[src/shared/gpio_pkg.sv]
// Shared constants and types for the two GPIO ports
package gpio_pkg;

  // ----------------------------------------------------------------
  // Bus geometry
  // ----------------------------------------------------------------
  localparam int unsigned ADDR_W = 18;           // Byte address width, four bytes per register index
  localparam int unsigned DATA_W = 32;
  localparam int unsigned PORT_A_W = 6;
  localparam int unsigned PORT_B_W = 8;

  // ----------------------------------------------------------------
  // Register indices, byte address is four times the index
  // ----------------------------------------------------------------
  localparam logic [15:0] IDX_PORT_A_DATA = 16'hffd6;
  localparam logic [15:0] IDX_PORT_A_DIRECTION = 16'hffe6;
  localparam logic [15:0] IDX_PORT_A_PULLUP_ENABLE = 16'hffee;
  localparam logic [15:0] IDX_PORT_A_FUNCTION_SELECT = 16'hfffd;
  localparam logic [15:0] IDX_SERIAL_CONTROL = 16'hfff0;
  localparam logic [15:0] IDX_PORT_B_DATA = 16'hffd8;
  localparam logic [15:0] IDX_PORT_B_DIRECTION = 16'hffe8;
  localparam logic [15:0] IDX_PORT_B_PULLUP_ENABLE = 16'hffef;

  // ----------------------------------------------------------------
  // Reset values and fixed read values
  // ----------------------------------------------------------------
  localparam logic [5:0] PORT_A_RESET = 6'h00;
  localparam logic [2:0] FSEL_RESET = 3'h0;
  localparam logic [7:0] PORT_B_RESET = 8'h00;
  localparam logic SER_CTRL_RESET = 1'b0;
  localparam logic [7:0] WRITE_ONLY_READ = 8'hff;
  localparam logic [31:0] UNMAPPED_READ = 32'h0000_0000;

  // ----------------------------------------------------------------
  // Field positions
  // ----------------------------------------------------------------
  localparam int unsigned FSEL_SERIAL_CLOCK = 0;   // serial_clock_select
  localparam int unsigned FSEL_SERIAL_IN = 1;      // serial_in_select
  localparam int unsigned FSEL_SERIAL_OUT = 2;     // serial_out_select
  localparam int unsigned CTRL_CLOCK_SOURCE = 0;   // serial_clock_source

  // ----------------------------------------------------------------
  // Power modes as driven by the system controller
  // ----------------------------------------------------------------
  localparam logic [2:0] PM_ACTIVE = 3'h0;
  localparam logic [2:0] PM_SUBACTIVE = 3'h1;
  localparam logic [2:0] PM_SLEEP = 3'h2;
  localparam logic [2:0] PM_SUBSLEEP = 3'h3;
  localparam logic [2:0] PM_STANDBY = 3'h4;
  localparam logic [2:0] PM_WATCH = 3'h5;

  // Bus slave states
  typedef enum logic [1:0] {
    BUS_IDLE = 2'b01,
    BUS_ACK = 2'b10
  } bus_state_t;

endpackage

[src/verilog/pin_sync.sv]
// Two-flop synchroniser for a group of pin levels
`timescale 1ns/100ps
module pin_sync #(
  parameter int unsigned WIDTH = 8
) (
  input wire logic clk,                 // System clock
  input wire logic rstN,                // Synchronised reset, active low
  input wire logic [WIDTH-1:0] async,   // Levels from the pins
  output logic [WIDTH-1:0] sync         // Levels safe to use
);

  logic [WIDTH-1:0] meta_q;

  // First stage feeds only the second stage
  always_ff @(posedge clk or negedge rstN) begin
    if (!rstN) begin
      meta_q <= '0;
      sync <= '0;
    end else begin
      meta_q <= async;
      sync <= meta_q;
    end
  end

endmodule

[src/verilog/gpio_ports_three_and_five.sv]
// GPIO logic for the 6-bit port A with serial pin muxing and the 8-bit port B
//
// Overview of operation
// [RULE1] Port A bits 5..3: direction 0 is input, 1 is output.
// [RULE2] Serial-out select 1 makes bit 2 the serial data output.
// [RULE3] Serial-in select 1 makes bit 1 the serial data input.
// [RULE4] Serial-clock select on bit 0: source 0 clock out, source 1 clock in.
// [RULE5] Port A floats in reset and standby, holds in sleep, works when active.
// [RULE6] In standby a pin with pull-up on is driven high.
// [RULE7] Port A pull-up on only when direction is 0 and pull-up bit 1.
// [RULE8] Port A pull-ups are off after reset.
// [RULE9] Port B has an 8-bit read/write data register.
// [RULE10] Port B data read gives stored bit for outputs, pin level for inputs.
// [RULE11] Port B data register clears to zero on reset.
// [RULE12] Port B direction bit 1 is output, 0 is input.
// [RULE13] Port B direction register clears to zero on reset.
// [RULE14] Port B direction register is write-only and reads all ones.
// [RULE15] Port B input pin pull-up follows its pull-up bit.
// [RULE16] Port B pull-up register clears to zero on reset.
// [RULE17] Port A data read gives stored bit for outputs, pin level for inputs.
// [RULE18] Port A direction and data act only where general I/O is selected.
// [RULE19] Port A function select bits clear on reset.
// [RULE20] General I/O outputs drive stored data; inputs are not driven.
// [RULE21] Port B output pins have their pull-up off.
`timescale 1ns/100ps
module gpio_ports_three_and_five
  import gpio_pkg::*;
(
  input wire logic clk,                        // System clock, 100 MHz
  input wire logic reset_n,                    // Asynchronous reset, active low
  input wire logic [ADDR_W-1:0] wbAdr,         // Wishbone byte address
  input wire logic [DATA_W-1:0] wbDatI,        // Wishbone write data
  output logic [DATA_W-1:0] wbDatO,            // Wishbone read data
  input wire logic [3:0] wbSel,                // Wishbone byte selects
  input wire logic wbWe,                       // Wishbone write enable
  input wire logic wbCyc,                      // Wishbone cycle
  input wire logic wbStb,                      // Wishbone strobe
  output logic wbAck,                          // Wishbone acknowledge
  input wire logic [2:0] powerMode,            // Current power mode
  input wire logic [PORT_A_W-1:0] portAIn,     // Port A pin levels
  output logic [PORT_A_W-1:0] portAOut,        // Port A pin drive value
  output logic [PORT_A_W-1:0] portAOe,         // Port A pin drive enable
  output logic [PORT_A_W-1:0] portAPullup,     // Port A pull-up enable
  input wire logic [PORT_B_W-1:0] portBIn,     // Port B pin levels
  output logic [PORT_B_W-1:0] portBOut,        // Port B pin drive value
  output logic [PORT_B_W-1:0] portBOe,         // Port B pin drive enable
  output logic [PORT_B_W-1:0] portBPullup,     // Port B pull-up enable
  input wire logic serialDataOut,              // Serial transmit data to the pin
  input wire logic serialClkOut,               // Serial clock to the pin
  output logic serialDataIn,                   // Serial receive data from the pin
  output logic serialClkIn                     // Serial clock from the pin
);

  // ----------------------------------------------------------------
  // Reset release and pin synchronisers
  // ----------------------------------------------------------------
  logic [1:0] rstSync_q;
  logic rstN;
  logic [PORT_A_W-1:0] pinA;
  logic [PORT_B_W-1:0] pinB;

  // Release the reset through two flops
  always_ff @(posedge clk or negedge reset_n) begin
    if (!reset_n) begin
      rstSync_q <= 2'b00;
    end else begin
      rstSync_q <= {rstSync_q[0], 1'b1};
    end
  end
  assign rstN = rstSync_q[1];

  pin_sync #(.WIDTH(PORT_A_W)) syncA (
    .clk(clk),
    .rstN(rstN),
    .async(portAIn),
    .sync(pinA)
  );

  pin_sync #(.WIDTH(PORT_B_W)) syncB (
    .clk(clk),
    .rstN(rstN),
    .async(portBIn),
    .sync(pinB)
  );

  // Stored bit where the pin drives, pin level where it listens
  function automatic logic [7:0] readBack(input logic [7:0] data, input logic [7:0] dir,
                                          input logic [7:0] pin);
    readBack = (data & dir) | (pin & ~dir);
  endfunction

  // ----------------------------------------------------------------
  // Register file and bus slave
  // ----------------------------------------------------------------
  logic [PORT_A_W-1:0] dataA_q;
  logic [PORT_A_W-1:0] dirA_q;
  logic [PORT_A_W-1:0] puA_q;
  logic [2:0] fsel_q;
  logic clkSrc_q;
  logic [PORT_B_W-1:0] dataB_q;
  logic [PORT_B_W-1:0] dirB_q;
  logic [PORT_B_W-1:0] puB_q;
  bus_state_t busState_q;
  logic [15:0] idx;
  logic request;
  logic wrLow;
  logic [7:0] rdByte;
  logic rdHit;
  logic [7:0] rdA;

  assign idx = wbAdr[ADDR_W-1:2];
  assign request = wbCyc && wbStb && (busState_q == BUS_IDLE);
  assign wrLow = request && wbWe && wbSel[0];
  assign rdA = readBack({2'b00, dataA_q}, {2'b00, dirA_q}, {2'b00, pinA}); // Port A read mix, top bits unused

  // Read data selection
  always_comb begin
    rdHit = 1'b1;
    rdByte = 8'h00;
    case (idx)
      IDX_PORT_A_DATA: begin
        rdByte = {2'b00, rdA[5:0]}; // [RULE17]
      end
      IDX_PORT_A_DIRECTION: begin
        rdByte = WRITE_ONLY_READ;
      end
      IDX_PORT_A_PULLUP_ENABLE: begin
        rdByte = {2'b00, puA_q};
      end
      IDX_PORT_A_FUNCTION_SELECT: begin
        rdByte = {5'h00, fsel_q};
      end
      IDX_SERIAL_CONTROL: begin
        rdByte = {7'h00, clkSrc_q};
      end
      IDX_PORT_B_DATA: begin
        rdByte = readBack(dataB_q, dirB_q, pinB); // [RULE10]
      end
      IDX_PORT_B_DIRECTION: begin
        rdByte = WRITE_ONLY_READ; // [RULE14]
      end
      IDX_PORT_B_PULLUP_ENABLE: begin
        rdByte = puB_q;
      end
      default: begin
        rdHit = 1'b0;
      end
    endcase
  end

  // Single-beat handshake, ack one cycle after the strobe
  always_ff @(posedge clk or negedge rstN) begin
    if (!rstN) begin
      busState_q <= BUS_IDLE;
      wbAck <= 1'b0;
      wbDatO <= UNMAPPED_READ;
    end else begin
      case (busState_q)
        BUS_IDLE: begin
          if (wbCyc && wbStb) begin
            busState_q <= BUS_ACK;
            wbAck <= 1'b1;
            wbDatO <= rdHit ? {24'h000000, rdByte} : UNMAPPED_READ;
          end
        end
        BUS_ACK: begin
          busState_q <= BUS_IDLE;
          wbAck <= 1'b0;
        end
        default: begin
          busState_q <= BUS_IDLE;
          wbAck <= 1'b0;
        end
      endcase
    end
  end

  // Port A registers
  always_ff @(posedge clk or negedge rstN) begin
    if (!rstN) begin
      dataA_q <= PORT_A_RESET;
      dirA_q <= PORT_A_RESET;
      puA_q <= PORT_A_RESET; // [RULE8]
      fsel_q <= FSEL_RESET; // [RULE19]
      clkSrc_q <= SER_CTRL_RESET;
    end else if (wrLow) begin
      case (idx)
        IDX_PORT_A_DATA: dataA_q <= wbDatI[PORT_A_W-1:0];
        IDX_PORT_A_DIRECTION: dirA_q <= wbDatI[PORT_A_W-1:0];
        IDX_PORT_A_PULLUP_ENABLE: puA_q <= wbDatI[PORT_A_W-1:0];
        IDX_PORT_A_FUNCTION_SELECT: fsel_q <= wbDatI[2:0];
        IDX_SERIAL_CONTROL: clkSrc_q <= wbDatI[CTRL_CLOCK_SOURCE];
        default: begin
        end
      endcase
    end
  end

  // Port B registers
  always_ff @(posedge clk or negedge rstN) begin
    if (!rstN) begin
      dataB_q <= PORT_B_RESET; // [RULE11]
      dirB_q <= PORT_B_RESET; // [RULE13]
      puB_q <= PORT_B_RESET; // [RULE16]
    end else if (wrLow) begin
      case (idx)
        IDX_PORT_B_DATA: dataB_q <= wbDatI[7:0]; // [RULE9]
        IDX_PORT_B_DIRECTION: dirB_q <= wbDatI[7:0];
        IDX_PORT_B_PULLUP_ENABLE: puB_q <= wbDatI[7:0];
        default: begin
        end
      endcase
    end
  end

  // ----------------------------------------------------------------
  // Pin function muxing
  // ----------------------------------------------------------------
  logic functional;
  logic holding;
  logic [PORT_A_W-1:0] aOutD;
  logic [PORT_A_W-1:0] aOeD;
  logic [PORT_A_W-1:0] aPuD;
  logic [PORT_B_W-1:0] bPuD;

  assign functional = (powerMode == PM_ACTIVE) || (powerMode == PM_SUBACTIVE);
  assign holding = (powerMode == PM_SLEEP) || (powerMode == PM_SUBSLEEP);
  assign aPuD = ~dirA_q & puA_q; // [RULE7]
  assign bPuD = ~dirB_q & puB_q; // [RULE15] [RULE21]

  // General I/O by default, serial functions override bits 2..0
  always_comb begin
    aOutD = dataA_q; // [RULE20]
    aOeD = dirA_q; // [RULE1] [RULE18]
    if (fsel_q[FSEL_SERIAL_OUT]) begin
      aOutD[2] = serialDataOut; // [RULE2]
      aOeD[2] = 1'b1;
    end
    if (fsel_q[FSEL_SERIAL_IN]) begin
      aOutD[1] = 1'b0; // [RULE3]
      aOeD[1] = 1'b0;
    end
    if (fsel_q[FSEL_SERIAL_CLOCK]) begin
      aOutD[0] = serialClkOut; // [RULE4]
      aOeD[0] = !clkSrc_q;
    end
  end

  // Port A pin drive per power mode
  always_ff @(posedge clk or negedge rstN) begin
    if (!rstN) begin
      portAOut <= PORT_A_RESET; // [RULE5]
      portAOe <= PORT_A_RESET;
      portAPullup <= PORT_A_RESET;
    end else if (functional) begin
      portAOut <= aOutD;
      portAOe <= aOeD;
      portAPullup <= aPuD;
    end else if (!holding) begin
      portAOut <= aPuD; // [RULE6]
      portAOe <= aPuD; // [RULE5]
      portAPullup <= aPuD;
    end
  end

  // Port B pin drive per power mode
  always_ff @(posedge clk or negedge rstN) begin
    if (!rstN) begin
      portBOut <= PORT_B_RESET;
      portBOe <= PORT_B_RESET;
      portBPullup <= PORT_B_RESET;
    end else if (functional) begin
      portBOut <= dataB_q;
      portBOe <= dirB_q; // [RULE12]
      portBPullup <= bPuD;
    end else if (!holding) begin
      portBOut <= bPuD;
      portBOe <= bPuD;
      portBPullup <= bPuD;
    end
  end

  // Serial inputs taken from the synchronised pin levels
  always_ff @(posedge clk or negedge rstN) begin
    if (!rstN) begin
      serialDataIn <= 1'b0;
      serialClkIn <= 1'b0;
    end else begin
      serialDataIn <= pinA[1]; // [RULE3]
      serialClkIn <= pinA[0]; // [RULE4]
    end
  end

  // ----------------------------------------------------------------
  // Checks
  // ----------------------------------------------------------------
  a_upper_dir: assert property ( // [RULE1]
    @(posedge clk) disable iff (!rstN)
    functional |=> (portAOe[5:3] == $past(dirA_q[5:3])) && (portAOut[5:3] == $past(dataA_q[5:3])))
    else $error("upper port A pins do not follow direction and data");

  a_serial_out: assert property ( // [RULE2]
    @(posedge clk) disable iff (!rstN)
    (functional && fsel_q[FSEL_SERIAL_OUT]) |=> (portAOe[2] && (portAOut[2] == $past(serialDataOut))))
    else $error("serial data output not on bit 2");

  a_serial_in: assert property ( // [RULE3]
    @(posedge clk) disable iff (!rstN)
    (functional && fsel_q[FSEL_SERIAL_IN]) |=> !portAOe[1])
    else $error("serial input pin is driven");

  a_clock_dir: assert property ( // [RULE4]
    @(posedge clk) disable iff (!rstN)
    (functional && fsel_q[FSEL_SERIAL_CLOCK]) |=> (portAOe[0] == !$past(clkSrc_q)))
    else $error("serial clock pin direction wrong");

  a_standby_float: assert property ( // [RULE6]
    @(posedge clk) disable iff (!rstN)
    (powerMode == PM_STANDBY) |=> ((portAOe == $past(aPuD)) && (portAOut == $past(aPuD))))
    else $error("standby drive does not match pull-ups");

  a_sleep_hold: assert property ( // [RULE5]
    @(posedge clk) disable iff (!rstN)
    holding |=> ($stable(portAOe) && $stable(portAOut) && $stable(portBOe)))
    else $error("pins changed during sleep");

  a_pullup_a: assert property ( // [RULE7]
    @(posedge clk) disable iff (!rstN)
    functional |=> (portAPullup == $past(~dirA_q & puA_q)))
    else $error("port A pull-up gating wrong");

  a_pullup_b: assert property ( // [RULE21]
    @(posedge clk) disable iff (!rstN)
    functional |=> ((portBPullup & $past(dirB_q)) == 8'h00) && (portBPullup == $past(bPuD)))
    else $error("port B pull-up gating wrong");

  a_dir_readback: assert property ( // [RULE14]
    @(posedge clk) disable iff (!rstN)
    (request && !wbWe && (idx == IDX_PORT_B_DIRECTION)) |=> (wbAck && (wbDatO == 32'h0000_00ff)))
    else $error("direction register does not read all ones");

  a_data_readback: assert property ( // [RULE10]
    @(posedge clk) disable iff (!rstN)
    (request && !wbWe && (idx == IDX_PORT_B_DATA))
      |=> (wbDatO[7:0] == (($past(dataB_q) & $past(dirB_q)) | ($past(pinB) & ~$past(dirB_q)))))
    else $error("port B data read mixes wrong sources");

  a_reset_clear: assert property ( // [RULE11]
    @(posedge clk) $rose(rstN) |-> ((dataB_q == 8'h00) && (dirB_q == 8'h00) && (puB_q == 8'h00)
      && (fsel_q == 3'h0) && (portAPullup == 6'h00)))
    else $error("registers not cleared by reset");

endmodule

[config.mk]
export PLATFORM = sky130hd
export DESIGN_NAME = gpio_ports_three_and_five
export DESIGN_NICKNAME = d
export VERILOG_FILES = /design/src/shared/gpio_pkg.sv /design/src/verilog/pin_sync.sv /design/src/verilog/gpio_ports_three_and_five.sv
export SDC_FILE = /design/constraint.sdc
export NUM_CORES = 1
export LEC_CHECK = 0
export BUFFER_PORTS_ARGS = -buffer_cell sky130_fd_sc_hd__buf_4
export CAP_MARGIN = 40
export CORE_MARGIN = 2
export CORE_UTILIZATION = 52
export DETAILED_ROUTE_END_ITERATION = 12
export GPL_TIMING_DRIVEN = 0
export PLACE_DENSITY_LB_ADDON = 0.1
export SLEW_MARGIN = 40
export SYNTH_ARGS = -nofsm -noshare
export SYNTH_HDL_FRONTEND = slang
export SYNTH_SLANG_ARGS = --single-unit
export TNS_END_PERCENT = 10
[constraint.sdc]
create_clock -name clk -period 5.25 [get_ports clk]
set_input_delay 0.525 -clock clk [delete_from_list [all_inputs] [get_ports clk]]
set_output_delay 0.525 -clock clk [all_outputs]
set_load 0.01 [all_outputs]
-- Yosys cells after proc, flatten, opt, wreduce, memory -nomap -nowiden
Cells that the tools add are included.
- logic and storage cells: 89
- register bits after elaboration: 155
- output and inout bits: 77
- input bits: 78
- eq/ne operators: 14
- muxes and demuxes: 21
- bitwise operators: 11
- reduce and logical (&&, ||, !) cells: 19
- operator list (operator ; count):
    $eq A16 B16 Y1 const B ; 8
    $pmux W8 S7 ; 1
    $mux W8 ; 5
    $and A8 B8 Y8 ; 3
    $mux W6 ; 4
    $and A6 B6 Y6 ; 3
    $reduce_and A2 Y1 ; 9
    $not A6 Y6 ; 2
    $mux W1 ; 9
    $not A8 Y8 ; 1
    $or A8 B8 Y8 ; 1
    $reduce_or A8 Y1 ; 1
    $eq A3 B2 Y1 const B ; 2
    $or A6 B6 Y6 ; 1
    $logic_and A1 B1 Y1 ; 4
    $mux W2 ; 2
    $eq A3 B1 Y1 const B ; 1
    $logic_not A3 Y1 ; 1
    $eq A2 B1 Y1 const B ; 1
    $logic_or A1 B1 Y1 ; 2
    $ne A2 B1 Y1 const B ; 1
    $ne A2 B2 Y1 const B ; 1
    $reduce_or A2 Y1 ; 1
    $logic_not A1 Y1 ; 1

-- Logic depth before layout (Yosys ltp)
Gate-level depths: netlist of run 1.
- depth in word-level cells: 5
- gate-level depth with buffers: 7
- depth with buffers taken out: 5

-- Hierarchy
Synthesis of run 1 repeated with hierarchy kept, for this count alone.
- cells, all modules: 460
- area total of the unflattened synthesis: 5685.5 um^2
- modules (own cells, without submodules) (module ; area each (um^2) ; times used ; sequential area each (um^2) ; cells an instance):
    gpio_ports_three_and_five ; 4984.8 ; 1 ; 2553.7 ; 432
    pin_sync at syncB ; 400.4 ; 1 ; 400.4 ; 16
    pin_sync at syncA ; 300.3 ; 1 ; 300.3 ; 12

-- Worst setup path after synthesis of run 1
No wires, ideal clock.
- path kind: input to register
- start point: in wbAdr[2]
- end point: reg dataB_q[0]
- setup time: 0.125 ns
- stages: 6
- buffers on the path: 2
- setup slack: 3.138 ns
- arrival: 1.987 ns
- cells stage by stage: buf_2 -> or4b_1 -> buf_6 -> nor3_4 -> nand2_4 -> mux2_4
- word-level cells in the longest chain between the ends: 2
- RTL lines (what ; line ; RTL):
    start: declaration ; gpio_ports_three_and_five.sv:31 ; input wire logic [ADDR_W-1:0] wbAdr,
    $eq A16 B16 Y1 ; gpio_ports_three_and_five.sv:206 ; case (idx)
    $reduce_and A2 Y1 (no source line) ; n/a ;
    end signal: assignment ; gpio_ports_three_and_five.sv:207 ; IDX_PORT_B_DATA: dataB_q <= wbDatI[7:0];
    end: declaration ; gpio_ports_three_and_five.sv:100 ; logic [PORT_B_W-1:0] dataB_q;
Every way passes these cells.
A chain may end at the register's enable or synchronous reset.

-- Worst setup path in the final report of run 1
- start point: reg busState_q[0]
- end point: reg dataA_q[1]
- word-level cells in the longest chain between the ends: 5
- RTL lines (what ; line ; RTL):
    start: declaration ; gpio_ports_three_and_five.sv:103 ; bus_state_t busState_q;
    start signal: assignment ; gpio_ports_three_and_five.sv:154 ; busState_q <= BUS_IDLE;
    start signal: assignment ; gpio_ports_three_and_five.sv:161 ; busState_q <= BUS_ACK;
    start signal: assignment ; gpio_ports_three_and_five.sv:167 ; busState_q <= BUS_IDLE;
    $eq A2 B1 Y1 ; gpio_ports_three_and_five.sv:112 ; assign request = wbCyc && wbStb && (busState_q == BUS_IDLE);
    $logic_and A1 B1 Y1 ; gpio_ports_three_and_five.sv:112 ;
    $logic_and A1 B1 Y1 (2 in series) ; gpio_ports_three_and_five.sv:113 ; assign wrLow = request && wbWe && wbSel[0];
    $reduce_and A2 Y1 (no source line) ; n/a ;
    end signal: assignment ; gpio_ports_three_and_five.sv:188 ; IDX_PORT_A_DATA: dataA_q <= wbDatI[PORT_A_W-1:0];
    end: declaration ; gpio_ports_three_and_five.sv:95 ; logic [PORT_A_W-1:0] dataA_q;
Every way passes these cells.

==> results of run 1 <==
==> placed cells by master, fill, tap and decap left out, types with 5 or more instances in the layout <==
cell,instances
nor2_1,10
clkinv_2,5
mux2i_1,31
clkinv_4,5
clkbuf_16,16
nor2b_1,7
buf_4,121
nand2b_1,17
o22ai_1,6
nand3_1,10
nand3b_1,10
buf_2,6
o21ai_1,8
dfrtp_1,128
a21oi_1,14
clkbuf_1,14
nand4_1,7
mux2_4,8
conb_1,25
mux2_2,40
a211oi_1,8
o21ai_0,37
nand2_1,26
a221oi_1,6
==> path summary, 6_finish.rpt <==
path                       slack, ns  cells past startpoint                      start                   endpoint
setup / recovery                3.14                      6  busState_q[0]$_DFFE_PN1P_     dataA_q[1]$_DFFE_PN0P_
hold / removal                  0.11                      1                 portBIn[0]  syncB.meta_q[0]$_DFF_PN0_
setup reg to reg                3.14                      6  busState_q[0]$_DFFE_PN1P_     dataA_q[1]$_DFFE_PN0P_
hold reg to reg                 0.20                      0     rstSync_q[1]$_DFF_PN0_  syncB.meta_q[0]$_DFF_PN0_
max in group asynchronous       4.06                      3     rstSync_q[1]$_DFF_PN0_    portAOut[4]$_DFFE_PN0P_
min in group asynchronous       0.20                      0     rstSync_q[1]$_DFF_PN0_  syncB.meta_q[0]$_DFF_PN0_
==> registers in the layout (all words and copies together) (netlist names), 8 cells and up <==
register      flops
dataB_q           8
syncB.sync        8
wbDatO            8
portBOe           8
syncB.meta_q      8
portBPullup       8
dirB_q            8
puB_q             8
portBOut          8
==> cell type report <==
cell class                      count  area share
Sequential cell                   130       0.449
Multi-Input combinational cell    309       0.303
Timing Repair Buffer              101       0.110
Clock buffer                       20      0.0613
Buffer                             48      0.0405
Tap cell                          140      0.0241
Clock inverter                     12      0.0117
Inverter                            2     0.00103
==> cells by family (layout without fill, tap and decap cells) <==
| group | Yosys count | in the layout |
|---|---|---|
| buffers and inverters | 50 | 183 |
| multiplexers | 79 | 79 |
| other | 2 | 25 |
| AND/OR/NAND/NOR | 112 | 112 |
| AO/OA/AOI/OAI | 93 | 93 |
| flip-flops | 130 | 130 |
==> per-layer routing <==
metal / vias to the layer above / global-route usage / part of all wire
li1: 1926 / - / -
met1: 2040 / 0.337 / 0.43
met2: 157 / 0.400 / 0.49
met3: 17 / 0.0518 / 0.058
met4: 0 / 0.0952 / 0.019
met5: - / 0 / 0
==> synth_stat cells (all sizes together) (8+ instances only) <==
library cell | number | share of area
nand2b | 17 | 0.019
nand3 | 10 | 0.0088
a21oi | 14 | 0.012
a211oi | 8 | 0.011
mux2i | 31 | 0.055
nand3b | 10 | 0.013
buf | 35 | 0.043
clkbuf | 13 | 0.0086
mux2 | 48 | 0.10
nor2 | 10 | 0.0066
nand2 | 28 | 0.020
o21ai | 45 | 0.040
dfrtp | 129 | 0.57
==> report_power, final <==
group	leakage [nW]	switching, mW	internal, mW	total [mW]
sequential	1.73	0.00968	1.02	1.03
clock	0.265	0.429	0.604	1.03
combinational	1.52	0.0824	0.0606	0.143
total	3.52	0.521	1.68	2.21
==> metrics by stage <==
step,instance area [um^2],cells,total power [mW],hold slack (ns),setup slack [ns]
CTS,7260,762,2.22,0.0920,3.18
finish,7260,762,2.21,0.113,3.14
detailed placement,6720,729,1.19,0.211,2.74
global route,7260,762,2.29,0.0872,3.08
floorplan,5750,489,1.12,0.229,1.36
global placement,6660,726,1.18,0.307,0.0690
==> worst max-delay path, cell delays in order (launching register included) <==
cell and delay [ns]:
dfstp_2 0.51, nand4b_1 0.10, inv_1 0.09, and3_1 0.15, buf_2 0.22, nand3_1 0.47, mux2_2 0.46
==> flow_summary_export.csv, run 1 <==
group,metric,value,unit
outcome,outcome,"completed",
clock_tree,cts_tree,"yes",
global_routing,grt_pass1_vias,4107,
cells_and_area,drive_gt1_frac,0.355,
drt,vias,4140,
min_path,hold_path.class,"input pin to flip-flop",
yosys,synth_edf_count,0,
global_routing,grt_usage,0.250,
clock_tree,cts_hold_buffers,1,
drt,postRouteAntennaNets,0,
cells_and_area,antenna_cells,0,
drt,drtIter0Drc,283,
clock_tree,clock_sinks,130,
clock_tree,cts-buffers-inserted,17,
yosys,syn_area_per_cell,12.2,um^2
drt,dr.pass1.iters,5,
clock_tree,clk_latency,0.51,ns
clock_tree,cts_buffer_depth,2,
yosys,synth_flop_cell,"dfrtp_1",
clock_tree,cts_setup_buffers,0,
sta,slew_violations,0,
yosys,synth.yosys.seq_area_share,0.574,
clock_tree,cts-root-buf,"clkbuf_8",
power_and_ir_drop,ir_drop,0.165,mV
sta,min_period,2.11,ns
sta,tightest_slew,0.832,ns
global_routing,grt_max_degree,43,
clock_tree,h-tree-depth,4,
cells_and_area,area.growth.synth_to_final,28.1,%
global_routing,grt_overflow_total,0,
sta,rsz0062_at_grt,"false",
place,dp_hpwl,9980,um
drt,wl_per_cell,18.2,um
cells_and_area,fin_nets,687,
cells_and_area,multiInputGateArea,2200,um^2
sta,slew_headroom,0.446,
place,io_buffers,97,
floorplanning,die_width,108,um
yosys,async_reset_ff_frac,1.00,
floorplanning,rows,38,
drt,drc,0,
floorplanning,die_h,108,um
floorplanning,io_pins,155,
setup_path,crit_type,"flip-flop to flip-flop",
sta,tns,0,ns
yosys,syn_inst,466,
sta,fmax,473,MHz
floorplanning,core-area,10700,um^2
job,drv_cap,0,
sta,fin_skew,0.00509,ns
setup_path,arrival,2.51,ns
yosys,yosys.area_share.simple,0.118,
yosys,ys_ff_latch,130,
drt,wl,13900,um
drt,vias_per_cell,5.43,
sta,final-setup-viol-count,0,
place,gp_congestion,0.820,
setup_path,path_max_fanout,8,
yosys,synth-xor-area-share,0,
cells_and_area,postLayoutCoreUtil,0.676,
clock_tree,path_clk_slew,0.06,ns
yosys,ys_types,51,
yosys,ys_warn_count,0,
sta,hold_violations,0,
yosys,synthMuxAreaShare,0.155,
sta,fin_crit_sh,0.403,
cells_and_area,fillerInstances,854,
floorplanning,fp.dieArea,11800,um^2
global_routing,antenna_found_initial,0,
clock_tree,ctsResizeCount,0,
yosys,synth_adder_area_share,0,
cells_and_area,seq_area,3260,um^2
power_and_ir_drop,powerDensity,304,nW/um^2
setup_path,critPathLaunchType,"flip-flop",
power_and_ir_drop,power_leakage,3.52,nW
yosys,synth_top_family_by_area,"multiplexers",
yosys,synth_compound_area_frac,0.0980,
setup_path,worst_ep_required_time,5.65,ns
yosys,synth_area,5670,um^2
global_routing,grt_pass1_wl,21700,um
floorplanning,start_util,0.527,
setup_path,critPathCaptureType,"flip-flop",
No activity file was read; power rests on OpenSTA's default activity.
==> run 2, diff against run 1 <==
--- a/config.mk
+++ b/config.mk
@@ -8,7 +8,7 @@
 export BUFFER_PORTS_ARGS = -buffer_cell sky130_fd_sc_hd__buf_4
 export CAP_MARGIN = 40
 export CORE_MARGIN = 2
-export CORE_UTILIZATION = 52
+export CORE_UTILIZATION = 47
 export DETAILED_ROUTE_END_ITERATION = 12
 export GPL_TIMING_DRIVEN = 0
 export PLACE_DENSITY_LB_ADDON = 0.1
==> constraint.sdc (replaced) <==
create_clock -name clk -period 1.89 [get_ports clk]
set_input_delay 0.189 -clock clk [delete_from_list [all_inputs] [get_ports clk]]
set_output_delay 0.189 -clock clk [all_outputs]
set_load 0.01 [all_outputs]
==> run 2 against run 1 <==
Net effect:
- register-to-register slack lost 3.1 ns
- die area grew 10%
- fmax grew 14%
- count of clock-buffer cells in the layout grew 1
- largest cell class unchanged
- total power grew to 3.0 times the previous value
- clock power grew to 3.3 times the previous value
- utilization shrank 4.5 points
==> flow_summary_export.csv, run 2 (synthesized netlist as in run 1, its figures left out) <==
group,metric,value,unit
clock_tree,cts_tree,"yes",
setup_path,critPathCaptureType,"flip-flop",
clock_tree,cts_buffer_depth,2,
setup_path,reg2reg_to,"dirA_q[3]$_DFFE_PN0P_",
sta,rsz0062_at_grt,"true",
power_and_ir_drop,ir_drop,0.655,mV
clock_tree,cts-root-buf,"clkbuf_16",
sta,fmax,539,MHz
sta,final-setup-viol-count,0,
sta,fin_crit_sh,0.982,
setup_path,reg2regPathDepth,6,
drt,postRouteAntennaNets,0,
place,place_ws,-0.322,ns
floorplanning,fp.dieArea,13000,um^2
setup_path,arrival,2.16,ns
global_routing,grt_max_degree,40,
global_routing,grt_usage,0.230,
global_routing,grt_pass1_vias,4061,
drt,wl_per_cell,18.1,um
cells_and_area,fin_cells,784,
sta,min_period,1.86,ns
cells_and_area,antenna_cells,0,
clock_tree,h-tree-depth,4,
cells_and_area,fin_nets,702,
sta,hold_violations,0,
drt,drc,0,
setup_path,critPathLaunchType,"flip-flop",
place,gp_congestion,0.865,
cells_and_area,final_cell_mix,"dfrtp_1, buf_4, mux2_2",
place,dp_hpwl,9960,um
setup_path,startpoint,"busState_q[0]$_DFFE_PN1P_",
floorplanning,start_util,0.476,
sta,fin_skew,0.00777,ns
clock_tree,cts-buffers-inserted,17,
floorplanning,core-area,11900,um^2
sta,tns,0,ns
drt,dr.pass1.iters,6,
sta,setup_slack,0.0340,ns
setup_path,worst_ep_required_time,2.19,ns
job,drv_cap,0,
power_and_ir_drop,power_leakage,3.61,nW
global_routing,grt_overflow_total,0,
power_and_ir_drop,powerDensity,882,nW/um^2
global_routing,grt_pass1_wl,21800,um
place,dpl.cell_count,736,
drt,dr_wl_met2,6660,um
place,io_buffers,97,
setup_path,crit_type,"flip-flop to flip-flop",
drt,vias_per_cell,5.35,
drt,wl,14200,um
floorplanning,die_width,114,um
clock_tree,clock_sinks,130,
sta,worst_hold_slack,0.0226,ns
sta,slew_headroom,0.466,
sta,tightest_slew,0.801,ns
outcome,outcome,"completed",
floorplanning,die_h,114,um
setup_path,r2r-start,"busState_q[0]$_DFFE_PN1P_",
floorplanning,io_pins,155,
drt,wl_met1,6250,um
floorplanning,rows,40,
min_path,hold_path.class,"input pin to flip-flop",
setup_path,reg2reg_slack,0.03,ns
cells_and_area,mostFrequentLayoutCell,"dfrtp_1",
drt,vias,4197,
drt,drtIter0Drc,235,
clock_tree,clk_latency,0.42,ns
clock_tree,path_clk_slew,0.06,ns
setup_path,path_max_fanout,8,
clock_tree,cts_setup_buffers,0,
setup_path,crit_path_end,"dirA_q[3]$_DFFE_PN0P_",
sta,slew_violations,0,
global_routing,antenna_found_initial,0,
cells_and_area,area.growth.synth_to_final,32.6,%
drt,wl_met3,754,um
cells_and_area,drive_gt1_frac,0.347,
drt,routed.top_layer,"met4",
==> run 2: layout make-up <==
cell class	count	area [um^2]
flip-flops and latches	130	3260
fillers	960	4390
clock buffers	21	440
well taps	147	184
repair buffers	116	950
plain buffers	48	295
clock inverters	11	161
inverters	2	7.51
multi-input cells	309	2220
==> run 2: metrics by stage <==
stage / utilization / area (um^2) / power (mW)
5_1_grt: 0.631 / 7520 / 6.87
3_3_place_gp: 0.560 / 6670 / 3.28
6_report: 0.631 / 7520 / 6.63
2_1_floorplan: - / 5760 / 3.11
3_5_place_dp: 0.565 / 6730 / 3.31
4_1_cts: 0.629 / 7500 / 6.69
==> run 2: layer usage <==
layer,vias up,GRT usage
li1,1953,-
met1,2045,0.303
met2,162,0.352
met3,37,0.0515
met4,0,0.131
met5,-,0
==> run 2: critical path, stage by stage (launching register included) <==
cell      delay, ns
dfstp_2        0.51
nand4b_1       0.10
inv_1          0.08
and3_1         0.15
clkbuf_4       0.22
nand3_2        0.29
mux2_2         0.38
==> run 2: how the worst min path moves through the flow <==
stage	slack, ns	end	start	depth (start not counted)
6_report	0.02	dataB_q[6]$_DFFE_PN0P_	wbDatI[6]	2
5_1_grt	0.01	dataB_q[6]$_DFFE_PN0P_	wbDatI[6]	2
4_1_cts	0.009	dataB_q[6]$_DFFE_PN0P_	wbDatI[6]	2
3_5_place_dp	-0.03	rstSync_q[0]$_DFF_PN0_	reset_n	1
3_3_place_gp	-0.03	rstSync_q[0]$_DFF_PN0_	reset_n	1
2_1_floorplan	-0.11	rstSync_q[0]$_DFF_PN0_	reset_n	0
==> run 2: timing repair <==
action | in CTS | in global routing
pin swaps | 0 | 1
endpoints found under the hold margin | 16 | 0
cloned | 0 | 0
resized for setup | 3 | 2
hold buffers | 15 | 0
setup endpoints to repair | 20 | 27
==> run 2: power by group <==
part / internal (mW) / switching, mW
clock network: 2.19 / 1.16
registers: 2.83 / 0.0265
logic: 0.189 / 0.237
total: 5.22 / 1.42
==> run 3, diff against run 2 <==
--- a/config.mk
+++ b/config.mk
@@ -11,6 +11,7 @@
 export CORE_UTILIZATION = 47
 export DETAILED_ROUTE_END_ITERATION = 12
 export GPL_TIMING_DRIVEN = 0
+export HOLD_SLACK_MARGIN = 0.08
 export PLACE_DENSITY_LB_ADDON = 0.1
 export SLEW_MARGIN = 40
 export SYNTH_ARGS = -nofsm -noshare
==> run 3 against run 2 <==
Net effect:
- fmax rose by 7.2%
- cell count rose by 1.4%
- sequential power barely moved
- design area rose by 1.7%
- clock skew barely moved
- count of clock-buffer cells in the layout did not move
- wire length rose by 1.3%
- combinational power rose by 4.7%
- total power rose by 0.44%
- non-clock buffer count rose by 11
- utilization rose by 1.1 points
- critical path type unchanged
- largest cell class unchanged
==> flow_summary_export.csv, run 3 (synthesized netlist as in run 1, its figures left out) <==
group,metric,value,unit
clock_tree,clk_latency,0.42,ns
place,dpl_cell_area,6730,um^2
floorplanning,die_width,114,um
sta,rsz0062_at_grt,"false",
clock_tree,path_clk_slew,0.06,ns
sta,fmax,577,MHz
sta,hold_violations,0,
drt,wl_per_cell,18.1,um
sta,slew_violations,0,
global_routing,met2_usage,0.359,
floorplanning,die_h,114,um
setup_path,critPathLaunchType,"flip-flop",
drt,dr.pass1.iters,4,
sta,tightest_slew,0.784,ns
global_routing,grt_usage,0.232,
global_routing,grt_max_degree,40,
sta,fin_crit_sh,0.916,
power_and_ir_drop,power_leakage,3.66,nW
cells_and_area,antenna_cells,0,
global_routing,grt_overflow_total,0,
setup_path,arrival,2.04,ns
place,gp_congestion,0.865,
cells_and_area,mostFrequentLayoutCell,"dfrtp_1",
power_and_ir_drop,powerDensity,872,nW/um^2
sta,slew_headroom,0.477,
floorplanning,rows,40,
floorplanning,io_pins,155,
floorplanning,core-area,11900,um^2
drt,vias_per_cell,5.34,
drt,drc,0,
global_routing,grt_pass1_wl,22100,um
cells_and_area,seq_area,3260,um^2
power_and_ir_drop,total_power,6.66,mW
global_routing,met3_usage,0.0515,
outcome,outcome,"completed",
sta,min_period,1.73,ns
floorplanning,start_util,0.476,
cells_and_area,fillerInstances,946,
drt,postRouteAntennaNets,0,
floorplanning,fp.dieArea,13000,um^2
sta,fin_skew,0.00778,ns
power_and_ir_drop,ir_drop,0.656,mV
global_routing,grt_util_met1,0.306,
setup_path,path_max_fanout,8,
clock_tree,h-tree-depth,4,
setup_path,critPathCaptureType,"flip-flop",
clock_tree,cts_tree,"yes",
setup_path,worst_ep_required_time,2.20,ns
global_routing,grt_pass1_vias,4110,
drt,vias,4247,
clock_tree,cts_buffer_depth,2,
global_routing,antenna_found_initial,0,
cells_and_area,multiInputGateArea,2240,um^2
global_routing,busiest_layer,"met2",
cells_and_area,fin_nets,713,
setup_path,reg2regPathDepth,6,
cells_and_area,final_cell_mix,"dfrtp_1, buf_4, mux2_2",
drt,wl,14400,um
sta,final-setup-viol-count,0,
clock_tree,clock_sinks,130,
cells_and_area,area.growth.synth_to_final,34.9,%
clock_tree,cts-root-buf,"clkbuf_16",
clock_tree,cts-buffers-inserted,17,
min_path,hold_path.class,"flip-flop to asynchronous set/reset pin",
job,drv_cap,0,
setup_path,crit_type,"flip-flop to flip-flop",
drt,drtIter0Drc,219,
cells_and_area,final_cell_area,7650,um^2
cells_and_area,drive_gt1_frac,0.343,
clock_tree,cts_setup_buffers,0,
place,dp_hpwl,9960,um
place,io_buffers,97,
run 3: cell count changes in the layout (fill, tap and decap cells not counted), sizes merged:
cell / before / now
clkbuf: 35 / 34
dlygate4sd3: 15 / 26
buf: 135 / 136
run 3: critical path: stages, from the launching register on:
cell and delay [ns]:
dfstp_2 0.51, nand4b_1 0.10, inv_1 0.09, and3_1 0.16, buf_4 0.21, nand3_4 0.20
mux2_2 0.35
run 3: worst paths after layout:
path,to,start,slack [ns]
min reg2reg,wbAck$_DFFE_PN0P_,rstSync_q[1]$_DFF_PN0_,0.19
min,wbAck$_DFFE_PN0P_,rstSync_q[1]$_DFF_PN0_,0.19
max in group asynchronous,dirB_q[4]$_DFFE_PN0P_,rstSync_q[1]$_DFF_PN0_,0.95
min in group clk,portAOut[0]$_DFFE_PN0P_,serialClkOut,0.21
max reg2reg,dirA_q[3]$_DFFE_PN0P_,busState_q[0]$_DFFE_PN1P_,0.16
max,dirA_q[3]$_DFFE_PN0P_,busState_q[0]$_DFFE_PN1P_,0.16
run 3: routing by layer:
metal / vias to the layer above / wire length [um]
met4: 0 / 526
met5: - / 0
met1: 2074 / 6150
li1: 1973 / -
met3: 44 / 872
met2: 156 / 6820
run 3: cell type report:
cell class	instances	area share
Sequential cell	130	0.426
Multi-Input combinational cell	309	0.293
Timing Repair Buffer	127	0.139
Clock buffer	21	0.0576
Buffer	48	0.0386
Tap cell	147	0.0241
Clock inverter	11	0.0211
Inverter	2	0.000982
run 3: timing repair:
action | CTS | global route
pin swaps | 0 | 1
endpoints found under the hold margin | 61 | 0
setup endpoints to repair | 20 | 29
gates resized for setup | 3 | 6
hold buffers | 26 | 0
run 3: stage by stage:
stage          worst slack [ns]   util  TNS (ns)  hold slack, ns  instances
2_1_floorplan             0.114      -         0          -0.107        489
3_3_place_gp             -0.304  0.560     -5.70         -0.0285        733
3_5_place_dp             -0.322  0.565     -6.97         -0.0267        736
4_1_cts                -0.00437  0.639  -0.00943           0.197        794
5_1_grt                  0.0273  0.642         0           0.207        795
6_report                  0.158  0.642         0           0.190        795
run 3: power by group:
group / switching, mW / internal, mW / leakage, nW
clock network: 1.17 / 2.19 / 0.295
registers: 0.0266 / 2.83 / 1.73
logic: 0.241 / 0.204 / 1.63
total: 1.43 / 5.23 / 3.66
